===== config.mk =====
export PLATFORM = sky130hd
export DESIGN_NAME = scif_init_fsm
export DESIGN_NICKNAME = d
export VERILOG_FILES = /design/src/scif_pkg.sv /design/src/scif_init_fsm.sv
export SDC_FILE = /design/constraint.sdc
export NUM_CORES = 1
export LEC_CHECK = 0
export BUFFER_PORTS_ARGS = -buffer_cell sky130_fd_sc_hd__buf_4
export CAP_MARGIN = 20
export CELL_PAD_IN_SITES_DETAIL_PLACEMENT = 1
export CELL_PAD_IN_SITES_GLOBAL_PLACEMENT = 1
export CORE_ASPECT_RATIO = 0.8
export CORE_MARGIN = 4
export CORE_UTILIZATION = 42
export DETAILED_ROUTE_END_ITERATION = 16
export GPL_TIMING_DRIVEN = 0
export PLACE_DENSITY = 0.86
export SLEW_MARGIN = 40
export SYNTH_ARGS = -nofsm -noshare
export SYNTH_HDL_FRONTEND = slang
export SYNTH_SLANG_ARGS = --single-unit

===== constraint.sdc =====
create_clock -name clock -period 9.56 [get_ports clock]
set_input_delay 0.478 -clock clock [delete_from_list [all_inputs] [get_ports clock]]
set_output_delay 0.478 -clock clock [all_outputs]
set_load 0.01 [all_outputs]

===== src/scif_pkg.sv =====
// Package for the serial channel initialization state machine.
// Assumes one 40 MHz clock; lane events arrive as per-lane flags.
package scif_pkg;
  localparam int NUM_LANES   = 10;
  localparam int CLK_PS      = 25000;
  localparam int EI_ENTRY_NS = 60;
  localparam int EI_EXIT_NS  = 30;
  // Longest times round down, never below one cycle.
  localparam int EI_ENTRY_CYC = (EI_ENTRY_NS * 1000 / CLK_PS) < 1 ? 1 :
                                (EI_ENTRY_NS * 1000 / CLK_PS);
  localparam int EI_EXIT_CYC  = (EI_EXIT_NS * 1000 / CLK_PS) < 1 ? 1 :
                                (EI_EXIT_NS * 1000 / CLK_PS);
  localparam int DESKEW_UI    = 6;
  localparam int MIN_LANES    = 7;
  localparam int EI_MIN_LANES = 2;
  localparam int STEP_TIMEOUT = 4000;
  localparam logic [11:0] TMO_RST = 12'h000;
  localparam logic [3:0]  WIDTH_RST = 4'h0;

  typedef enum logic [3:0] {
    ST_DISABLE, ST_TRAINING, ST_TESTING, ST_POLLING, ST_CONFIG,
    ST_ACTIVE, ST_RECAL, ST_STANDBY
  } scif_state_e;

  // Per-lane events reported by the lane receivers.
  typedef struct packed {
    logic [NUM_LANES-1:0] ei;         // electrical_idle seen on lane
    logic [NUM_LANES-1:0] bit_lock;   // bit alignment done
    logic [NUM_LANES-1:0] frame_lock; // frame alignment done
    logic [NUM_LANES-1:0] test_pass;  // per-lane test pattern passed
    logic [NUM_LANES-1:0] poll_seen;  // polling pattern seen
    logic [NUM_LANES-1:0] cfg_seen;   // config pattern seen
    logic [NUM_LANES-1:0] recal_req;  // recalibrate request seen
    logic [NUM_LANES-1:0] stby_req;   // standby request seen
  } scif_lane_ev_s;

  typedef struct packed {
    scif_state_e          state;
    logic [11:0]          tmo;
    logic [NUM_LANES-1:0] lane_good;
    logic [3:0]           width;
    logic [2:0]           ei_cnt;
    logic                 ei_q;
    logic                 fault;
  } scif_reg_s;
endpackage


===== src/scif_init_fsm.sv =====
// Core initialization and power-state machine of one buffer_device.
// Assumes lane event inputs are already synchronous to clock.
//
// Behaviour
// - Disable keeps all lanes in electrical idle.
// - Training does bit then frame alignment.
// - Testing checks each lane on its own.
// - Polling reports device capabilities to host.
// - Active state carries frames both ways.
// - Recalibrate idles channel briefly then resumes.
// - Optional low-power standby state supported.
// - Transitions need minimum count of southbound lanes.
// - Lanes initialize independently; failed lanes dropped.
// - Electrical idle acted on only across lanes.
// - Idle entry detected within 60 ns.
// - Idle exit detected within 30 ns.
// - Deskew tolerates 6 UI lane skew.
// - Init establishes southbound broadcast, northbound merge timing.
`timescale 1ns/100ps
`default_nettype none
module scif_init_fsm
  import scif_pkg::*;
#(
  parameter int            LANES       = scif_pkg::NUM_LANES,
  parameter int            TIMEOUT_CYC = scif_pkg::STEP_TIMEOUT,
  parameter bit            STANDBY_EN  = 1'b1,
  parameter logic [7:0]    CAPS        = 8'h5A
)
(
  input  wire logic                  clock,
  input  wire logic                  sys_rst,
  input  wire scif_pkg::scif_lane_ev_s lane_ev,
  input  wire logic [3:0]            cfg_width,
  output logic [LANES-1:0]           lane_tx_idle,
  output logic                       align_en,
  output logic                       deskew_en,
  output logic [LANES-1:0]           lane_test_en,
  output logic                       caps_valid,
  output logic [7:0]                 caps,
  output logic [3:0]                 active_width,
  output logic                       frames_en,
  output logic                       recal_en,
  output logic                       standby,
  output logic [LANES-1:0]           lane_good,
  output logic                       init_fault,
  output scif_pkg::scif_state_e      state
);
  import scif_pkg::*;

  // Narrowed copies of the timing constants for the idle filter and step timer.
  localparam logic [11:0] TMO_MAX = 12'(TIMEOUT_CYC);
  localparam logic [2:0]  EI_ENTRY_N = 3'(EI_ENTRY_CYC);
  localparam logic [2:0]  EI_EXIT_N = 3'(EI_EXIT_CYC);

  scif_reg_s r_ff;
  scif_reg_s nxt_r;

  // Counts lanes that are set and still usable.
  function automatic logic quorum(input logic [LANES-1:0] v, input logic [LANES-1:0] m,
                                  input int need);
    int n;
    n = 0;
    for (int i = 0; i < LANES; i++)
    begin
      if (v[i] && m[i])
        n++;
    end
    return n >= need;
  endfunction

  logic ei_any;
  logic step_ok;
  logic step_fail;

  always_comb
  begin
    nxt_r    = r_ff;
    ei_any   = quorum(lane_ev.ei, r_ff.lane_good, EI_MIN_LANES);
    step_ok  = 1'b0;
    step_fail = 1'b0;
    // Idle filter: entry after EI_ENTRY_N cycles, exit after EI_EXIT_N cycles.
    if (ei_any != r_ff.ei_q)
    begin
      nxt_r.ei_cnt = r_ff.ei_cnt + 3'h1;
      if ((ei_any && r_ff.ei_cnt + 3'h1 >= EI_ENTRY_N) ||
          (!ei_any && r_ff.ei_cnt + 3'h1 >= EI_EXIT_N))
      begin
        nxt_r.ei_q   = ei_any;
        nxt_r.ei_cnt = 3'h0;
      end
    end
    else
      nxt_r.ei_cnt = 3'h0;

    // The step timer runs in every state but Disable, Active and Standby, so a stuck
    // init or Recalibrate step cannot leave the device hanging outside Disable.
    if (r_ff.state != ST_DISABLE && r_ff.state != ST_ACTIVE &&
        r_ff.state != ST_STANDBY)
    begin
      nxt_r.tmo = r_ff.tmo + 12'h001;
      if (r_ff.tmo >= TMO_MAX - 12'h001)
        step_fail = 1'b1;
    end
    else
      nxt_r.tmo = TMO_RST;

    case (r_ff.state)
      ST_DISABLE:
      begin
        // Every lane gets a fresh chance at each new init sequence.
        nxt_r.lane_good = '1;
        nxt_r.width = WIDTH_RST;
        if (!r_ff.ei_q)
        begin
          nxt_r.state = ST_TRAINING;
          nxt_r.fault = 1'b0;
        end
      end
      ST_TRAINING:
      begin
        // Lanes that never lock are dropped, the rest carry on.
        // Every lane may count here, since lane_good is only settled by this step.
        step_ok = quorum(lane_ev.frame_lock & lane_ev.bit_lock, '1,
                         MIN_LANES);
        if (step_ok)
        begin
          nxt_r.lane_good = lane_ev.frame_lock & lane_ev.bit_lock;
          nxt_r.state = ST_TESTING;
        end
      end
      ST_TESTING:
      begin
        step_ok = quorum(lane_ev.test_pass, r_ff.lane_good, MIN_LANES);
        if (step_ok)
        begin
          nxt_r.lane_good = r_ff.lane_good & lane_ev.test_pass;
          nxt_r.state = ST_POLLING;
        end
      end
      ST_POLLING:
        if (quorum(lane_ev.cfg_seen, r_ff.lane_good, MIN_LANES))
          nxt_r.state = ST_CONFIG;
      ST_CONFIG:
      begin
        // Width is taken every cycle; the value seen as cfg_seen drops sticks.
        nxt_r.width = cfg_width;
        if (!quorum(lane_ev.cfg_seen, r_ff.lane_good, MIN_LANES))
          nxt_r.state = ST_ACTIVE;
      end
      // Recalibrate wins over standby, and both win over idle entry.
      ST_ACTIVE:
        if (quorum(lane_ev.recal_req, r_ff.lane_good, MIN_LANES))
          nxt_r.state = ST_RECAL;
        else if (STANDBY_EN && quorum(lane_ev.stby_req, r_ff.lane_good, MIN_LANES))
          nxt_r.state = ST_STANDBY;
        else if (r_ff.ei_q)
          nxt_r.state = ST_DISABLE;
      ST_RECAL:
        if (!quorum(lane_ev.recal_req, r_ff.lane_good, MIN_LANES))
          nxt_r.state = ST_ACTIVE;
      // Standby ends only once the lanes have left idle again.
      ST_STANDBY:
        if (!r_ff.ei_q && !quorum(lane_ev.stby_req, r_ff.lane_good, MIN_LANES))
          nxt_r.state = ST_ACTIVE;
      default:
        nxt_r.state = ST_DISABLE;
    endcase

    // A state left in this cycle counts as progress, so the timer restarts for
    // the next step; only a step that makes no progress times out. Leaving
    // Recalibrate on time-out is not an init failure, so no fault is flagged.
    if (nxt_r.state != r_ff.state)
      nxt_r.tmo = TMO_RST;
    else if (step_fail)
    begin
      nxt_r.state = ST_DISABLE;
      nxt_r.tmo   = TMO_RST;
      nxt_r.fault = (r_ff.state != ST_RECAL);
    end
  end

  // The idle filter starts out idle, so the lanes must show activity first.
  always_ff @(posedge clock)
  begin
    if (sys_rst)
    begin
      r_ff.state     <= ST_DISABLE;
      r_ff.tmo       <= TMO_RST;
      r_ff.lane_good <= '1;
      r_ff.width     <= WIDTH_RST;
      r_ff.ei_cnt    <= 3'h0;
      r_ff.ei_q      <= 1'b1;
      r_ff.fault     <= 1'b0;
    end
    else
      r_ff <= nxt_r;
  end

  // Outputs decode the state register, so they change in step with it.
  always_comb
  begin
    state        = r_ff.state;
    lane_good    = r_ff.lane_good;
    init_fault   = r_ff.fault;
    active_width = r_ff.width;
    caps         = CAPS;
    lane_tx_idle = (r_ff.state == ST_DISABLE || r_ff.state == ST_RECAL ||
                    r_ff.state == ST_STANDBY) ? '1 : '0;
    align_en     = (r_ff.state == ST_TRAINING);
    deskew_en    = (r_ff.state == ST_TRAINING);
    lane_test_en = (r_ff.state == ST_TESTING) ? r_ff.lane_good : '0;
    caps_valid   = (r_ff.state == ST_POLLING);
    frames_en    = (r_ff.state == ST_ACTIVE);
    recal_en     = (r_ff.state == ST_RECAL);
    standby      = (r_ff.state == ST_STANDBY);
  end
endmodule
`default_nettype wire


; ---- Word-level counts from Yosys, hierarchy flattened
; Cells that the tools add are included.
[op_classes]
add_sub_neg = 83
order_cmp = 12
eq_ne = 14
mux = 203
bitwise = 4
n_reduce_logical = 69
[op_table]
columns = op, n
row1 = $mux W32, 171
row2 = $add A32 B2 Y32 const B, 81
row3 = $ge A32 B4 Y1 const B, 8
row4 = $logic_and A1 B1 Y1, 55
row5 = $mux W4, 11
row6 = $mux W10, 4
row7 = $ge A32 B3 Y1 const B, 1
row8 = $pmux W4 S8, 1
row9 = $pmux W10 S3, 1
row10 = $and A10 B10 Y10, 2
row11 = $eq A4 B3 Y1 const B, 4
row12 = $mux W16, 1
row13 = $add A12 B1 Y12 const B, 1
row14 = $ge A12 B12 Y1 const B, 1
row15 = $mux W1, 12
row16 = $mux W12, 1
row17 = $ne A4 B3 Y1 const B, 3
row18 = $eq A4 B2 Y1 const B, 2
row19 = $pmux W4 S2, 1
row20 = $eq A4 B1 Y1 const B, 1
row21 = $logic_not A4 Y1, 1
row22 = $ne A4 B4 Y1, 1
row23 = $reduce_bool A4 Y1, 1
row24 = $reduce_or A4 Y1, 1
row25 = 14 further kinds, 19
[totals]
ff_bits = 35
inputBits = 86
out_inout_bits = 53
wordCells = 392

; ---- Logic depth before layout (Yosys ltp)
[depth]
word_depth = 75
ltp_mapped = 39
mapped_depth_nobuf = 37

; ---- Worst setup path after synthesis
; No wires, ideal clock.
[synth_timing]
path_kind = input port to flip-flop
from = in lane_ev[10] (netlist name)
to = reg r_ff, in the netlist init_fault
setup_time_ps = 121
t_arrival_ps = 7075
required_time_ps = 9439
slack_ps = 2364
cell_stages = 36
n_path_buf = 0
path_cell_list = and2_1 ha_1 inv_1 xnor2_1 ha_1 mux2_2 ha_1 nand3b_1 o31ai_1 or2_2 inv_1 ha_1 and3_1 or2_2 ha_1 nand3b_1 o31ai_1 nor2b_1 ha_1 nand2_1 nand2_1 ha_1 o21ai_0 nor2_1 ha_1 nand3_1 nor2_1 nand3_1 o31ai_1 nor4_1 and4b_1 mux2i_1 nand4_1 a21oi_4 nand3_2 mux2_4
[synth_via]
elab_chain_cells = 35
elab_cells_between_ends = 65
classes_between = 18 x add/sub / 2 x order compare / 1 x eq/ne / 43 x mux / 1 x reduce/logical
[synth_lines]
columns = item, line_no
row1 = from (decl), scif_init_fsm.sv:32  ; input wire scif_pkg::scif_lane_ev_s lane_ev,
row2 = $logic_and A1 B1 Y1 (*), scif_init_fsm.sv:65  ; if (v[i] && m[i])
row3 = $mux W1 (*), scif_init_fsm.sv:65
row4 = $mux W32, scif_init_fsm.sv:107  ; case (r_ff.state)
row5 = $add A32 B2 Y32, scif_init_fsm.sv:66  ; n++;
row6 = $mux W32, scif_init_fsm.sv:65
row7 = $mux W32, scif_init_fsm.sv:107
row8 = $add A32 B2 Y32, scif_init_fsm.sv:66
row9 = $mux W32, scif_init_fsm.sv:65
row10 = [... 19 more ...], n/a
row11 = $add A32 B2 Y32, scif_init_fsm.sv:66
row12 = $mux W32, scif_init_fsm.sv:65
row13 = $mux W32, scif_init_fsm.sv:107
row14 = $ge A32 B4 Y1, scif_init_fsm.sv:68  ; return n >= need;
row15 = $mux W4 (on tied branches), "scif_init_fsm.sv:159, scif_init_fsm.sv:152"
row16 = $pmux W4 S8 (*), scif_init_fsm.sv:107
row17 = $ne A4 B4 Y1 (*), scif_init_fsm.sv:172  ; if (nxt_r.state != r_ff.state)
row18 = $mux W1 (*), scif_init_fsm.sv:172
row19 = to (signal assigned), scif_init_fsm.sv:196  ; r_ff <= nxt_r;
row20 = to (decl), scif_init_fsm.sv:55  ; scif_reg_s r_ff;
; Every way passes the cells marked *; elsewhere a longest branch is shown, timed or not. The select of a mux whose other input is x is not followed.
; A chain may end at the register's enable or synchronous reset.

; ---- Worst setup path in the final report
[layout_timing]
from = reg lane_good[0] (netlist name)
to = reg state[0] (netlist name)
[layout_via]
elab_chain_cells = 46
elab_cells_between_ends = 234
classes_between = 63 x add/sub / 7 x order compare / 1 x eq/ne / 157 x mux / 6 x reduce/logical
[layout_lines]
columns = item, line_no
row1 = $logic_and A1 B1 Y1, scif_init_fsm.sv:65
row2 = $mux W1, scif_init_fsm.sv:65
row3 = $mux W32, scif_init_fsm.sv:152  ; if (quorum(lane_ev.recal_req, r_ff.lane_good, MIN_LANES))
row4 = $mux W32, scif_init_fsm.sv:107
row5 = $add A32 B2 Y32, scif_init_fsm.sv:66
row6 = $mux W32, scif_init_fsm.sv:65
row7 = $mux W32, scif_init_fsm.sv:152
row8 = $mux W32, scif_init_fsm.sv:107
row9 = [... 30 more ...], n/a
row10 = $mux W32, scif_init_fsm.sv:152
row11 = $mux W32, scif_init_fsm.sv:107
row12 = $ge A32 B4 Y1, scif_init_fsm.sv:68
row13 = $mux W4, scif_init_fsm.sv:154  ; else if (STANDBY_EN && quorum(lane_ev.stby_req, r_ff.lane_good, MIN_LANES))
row14 = $mux W4, scif_init_fsm.sv:152
row15 = $pmux W4 S8 (*), scif_init_fsm.sv:107
row16 = $ne A4 B4 Y1 / $mux W16 (equally long branches), "scif_init_fsm.sv:172, scif_init_fsm.sv:174"
row17 = $mux W4 (*), scif_init_fsm.sv:172
; Marked as above.

==> metrics.txt <==
# TYPE chip_impl_metric gauge
chip_impl_metric{name="peakVddDrop",unit="mV"} 0.09921
chip_impl_metric{name="fin_skew",unit="ps"} 3.441
chip_impl_info{name="cp_common_cell",value="sky130_fd_sc_hd__ha_1"} 1
chip_impl_info{name="synth_top_family_by_area",value="simple AND/OR/NAND/NOR gates"} 1
chip_impl_metric{name="yosys_register_bits",unit=""} 35
chip_impl_metric{name="clock_sinks",unit=""} 35
chip_impl_metric{name="hold_viol",unit=""} 0
chip_impl_metric{name="cts-buffers-inserted",unit=""} 5
chip_impl_info{name="criticalPathCategory",value="reg2reg"} 1
chip_impl_metric{name="syn_avg_cell_area",unit="um^2"} 7.576
chip_impl_metric{name="inserted_diodes",unit=""} 0
chip_impl_metric{name="via_count_of_the_first_global_routing_pass",unit=""} 7696
chip_impl_metric{name="placedInstanceArea",unit="um^2"} 8633
chip_impl_info{name="outcome",value="finished, final reports clean"} 1
chip_impl_metric{name="postSynthCellCount",unit=""} 979
chip_impl_metric{name="gr-usage-all-layers",unit="%"} 23.86
chip_impl_info{name="synth_largest_area_cell",value="sky130_fd_sc_hd__dfxtp_1"} 1
chip_impl_metric{name="avgRoutedWirePerCell",unit="um"} 18.17
chip_impl_metric{name="buffer_ports.inserted",unit=""} 120
chip_impl_metric{name="post_synth_and_or_nand_nor_area_fraction",unit="%"} 30.57
chip_impl_metric{name="synth_top_area_share",unit="%"} 9.447
chip_impl_info{name="top_cell_types_by_occurrence_after_synthesis",value="sky130_fd_sc_hd__nand2_1 (124), sky130_fd_sc_hd__nor2_1 (72), sky130_fd_sc_hd__xnor2_1 (64)"} 1
chip_impl_metric{name="design.die.area",unit="um^2"} 19860
chip_impl_metric{name="design.final.nets",unit=""} 1254
chip_impl_info{name="cts_tree",value="yes"} 1
chip_impl_metric{name="dpl.hpwl",unit="um"} 19860
chip_impl_metric{name="firstDrtPassIters",unit=""} 5
chip_impl_metric{name="synth_adder_area_share",unit="%"} 9.211
chip_impl_metric{name="cts_htree_levels",unit=""} 2
chip_impl_info{name="clock_tree.root_cell",value="sky130_fd_sc_hd__clkbuf_16"} 1
chip_impl_metric{name="synthesis.area",unit="um^2"} 7417
chip_impl_metric{name="fmaxAchievable",unit="MHz"} 117.0
chip_impl_metric{name="max_slew_margin",unit="%"} 48.10
chip_impl_metric{name="ctsHoldBuffers",unit=""} 0
chip_impl_metric{name="yosysUniqueCellTypes",unit=""} 106
chip_impl_metric{name="critical-path-max-stage-delay",unit="ps"} 600
chip_impl_metric{name="slew_viol_final",unit=""} 0
chip_impl_info{name="synthFlopType",value="sky130_fd_sc_hd__dfxtp_1"} 1
chip_impl_metric{name="starting_density",unit="%"} 42.81
chip_impl_metric{name="post_synth_xor_area_fraction",unit="%"} 20.70
chip_impl_metric{name="mux_cell_area_share_after_synthesis",unit="%"} 3.340
chip_impl_metric{name="area.growth.synth_to_final",unit="%"} 18.30
chip_impl_info{name="synth_top_cells_by_area",value="sky130_fd_sc_hd__dfxtp_1 (9.4%), sky130_fd_sc_hd__ha_1 (8.9%), sky130_fd_sc_hd__xnor2_1 (7.6%)"} 1
chip_impl_metric{name="clock_latency",unit="ps"} 280
chip_impl_info{name="setup.worst_path.end_class",value="flip-flop"} 1
chip_impl_metric{name="reg2reg_slack",unit="ps"} 1010
chip_impl_metric{name="finalWirelength",unit="um"} 24370
chip_impl_info{name="grt_setup_unrepaired",value="no"} 1
chip_impl_metric{name="antenna_violations_before_repair",unit=""} 0
chip_impl_info{name="startpoint_type",value="flip-flop"} 1
chip_impl_metric{name="arrival_time_of_data_at_the_critical_path_endpoint",unit="ps"} 8760
chip_impl_metric{name="post_route_cells_drive_above_1_share",unit="%"} 22.13
chip_impl_metric{name="final-setup-viol-count",unit=""} 0
chip_impl_metric{name="power_density",unit="nW/um^2"} 196.7
chip_impl_metric{name="drtAntennaViolNets",unit=""} 0
chip_impl_metric{name="fin_area",unit="um^2"} 8775
chip_impl_metric{name="synth-seq-area-share",unit="%"} 9.447
chip_impl_metric{name="routed_via_density",unit=""} 5.708
chip_impl_metric{name="core.rowCount",unit=""} 43
chip_impl_metric{name="min_period_over_period",unit="%"} 89.40
chip_impl_metric{name="yosys_warnings",unit=""} 0
chip_impl_metric{name="finalWeightedCongestion",unit=""} 0.9237
chip_impl_metric{name="clkSlewWorstSetupHoldPaths",unit="ps"} 50
chip_impl_metric{name="synth-compound-area-share",unit="%"} 18.86
chip_impl_metric{name="critical_path.max_fanout",unit=""} 9
chip_impl_metric{name="fill_cell_total_of_the_finished_layout",unit=""} 2254
chip_impl_metric{name="drcViolationCount",unit=""} 0
chip_impl_metric{name="dieWidth",unit="um"} 156.6
chip_impl_metric{name="clockBufferDepth",unit=""} 2
chip_impl_metric{name="final.setup.tns",unit="ps"} 0
chip_impl_metric{name="grt_pass1_wl",unit="um"} 39230
chip_impl_metric{name="route.vias.total",unit=""} 7655
chip_impl_metric{name="drt_iter0_drc",unit=""} 340
chip_impl_info{name="synth_most_common_cell",value="sky130_fd_sc_hd__nand2_1"} 1
chip_impl_metric{name="io-pin-count",unit=""} 139
chip_impl_metric{name="critPathRequiredTime",unit="ps"} 9770
chip_impl_metric{name="core_area",unit="um^2"} 17320
chip_impl_metric{name="worst_hold_slack",unit="ps"} 458.3
chip_impl_metric{name="p_leak",unit="nW"} 3.940
chip_impl_metric{name="floorplan.die.height",unit="um"} 126.9
chip_impl_info{name="hold_path.class",value="reg2reg"} 1
chip_impl_metric{name="fin_crit",unit="ps"} 8547
chip_impl_metric{name="synth_async_sr_flop_share",unit="%"} 0
chip_impl_metric{name="cap_violations",unit=""} 0
chip_impl_metric{name="tightest_slew",unit="ps"} 778.5
chip_impl_metric{name="synth-edff-count",unit=""} 0
chip_impl_metric{name="global_route_overflow",unit=""} 0
chip_impl_metric{name="post-cts-setup-buffers",unit=""} 0
chip_impl_info{name="cpMaxStageDelayCell",value="sky130_fd_sc_hd__dfxtp_1"} 1
chip_impl_metric{name="grt_max_degree",unit=""} 12
chip_impl_metric{name="post_cts_resize_count",unit=""} 0
[final timing paths]
path / start / endpoint / depth (start not counted)
worst max-delay path: lane_good[0] / state[0] / 36
worst min-delay path: active_width[2] / active_width[2] / 2
worst max register to register: lane_good[0] / state[0] / 36
worst min register to register: active_width[2] / active_width[2] / 2
[final cells by class]
| cell class | count | area [um^2] | share of cell area, % |
|---|---|---|---|
| Buffer | 65 | 430.4 | 4.905 |
| Sequential cell | 35 | 700.7 | 7.985 |
| Clock buffer | 6 | 128.9 | 1.469 |
| Inverter | 39 | 146.4 | 1.668 |
| Tap cell | 225 | 281.5 | 3.208 |
| Timing Repair Buffer | 120 | 900.9 | 10.27 |
| Clock inverter | 2 | 12.51 | 0.1426 |
| Multi-Input combinational cell | 849 | 6173 | 70.36 |
[logic make-up (layout without fill, tap and decap cells)]
kind of cell	after synthesis	after routing
other cells	2	11
simple gates	441	441
fa+ha+maj	55	55
buf+inv	104	232
compound gates	189	189
mux	23	23
flops	35	35
xor+xnor	130	130
[layout by cell type, fill, tap and decap left out, types with 32 or more instances in the layout]
cell type / synthesis / routed
sky130_fd_sc_hd__nor2_1: 72 / 72
sky130_fd_sc_hd__inv_1: 36 / 36
sky130_fd_sc_hd__buf_4: 40 / 160
sky130_fd_sc_hd__nand2_1: 124 / 124
sky130_fd_sc_hd__nand3_1: 61 / 61
sky130_fd_sc_hd__dfxtp_1: 35 / 35
sky130_fd_sc_hd__ha_1: 53 / 53
sky130_fd_sc_hd__a21oi_1: 34 / 34
sky130_fd_sc_hd__xor2_1: 35 / 35
sky130_fd_sc_hd__xnor2_1: 64 / 64
sky130_fd_sc_hd__and2_1: 32 / 32
[where the power goes]
| part | switching (mW) | internal [mW] |
|---|---|---|
| combinational | 0.793 | 0.613 |
| sequential | 0.0100 | 0.153 |
| clock | 0.0606 | 0.0960 |
| total | 0.864 | 0.862 |
[sequential cells by signal (all words and copies together), names as in the netlist]
signal and flops:
active_width 4, init_fault 1, lane_good 10, r_ff 16
state 4
[stage by stage]
stage               util [%]  power, mW  instances  setup slack, ps
detailed placement     49.83      1.543       1333             1068
CTS                    50.65      1.716       1341             1142
global route           50.65      1.877       1341            457.4
floorplan                  -      1.238        988             2364
global placement       49.83      1.492       1333             1253
finish                 50.65      1.726       1341             1013
[layer usage]
| layer | part of all wire (%) | global-route usage (%) | up-vias |
|---|---|---|---|
| li1 | - | - | 3765 |
| met1 | 49 | 35.24 | 3682 |
| met2 | 45 | 38.14 | 184 |
| met3 | 4.7 | 2.115 | 24 |
| met4 | 1.3 | 4.388 | 0 |
| met5 | 0 | 0 | - |
[critical path: cells and delay by family (launching register included)]
kind / cells / cell delay [ps]
fa+ha+maj: 8 / 2280
mux: 2 / 640
compound gates: 8 / 1610
flops: 1 / 600
buf+inv: 2 / 120
simple gates: 15 / 2810
xor+xnor: 1 / 420
Power figures use the tool's default switching activity.
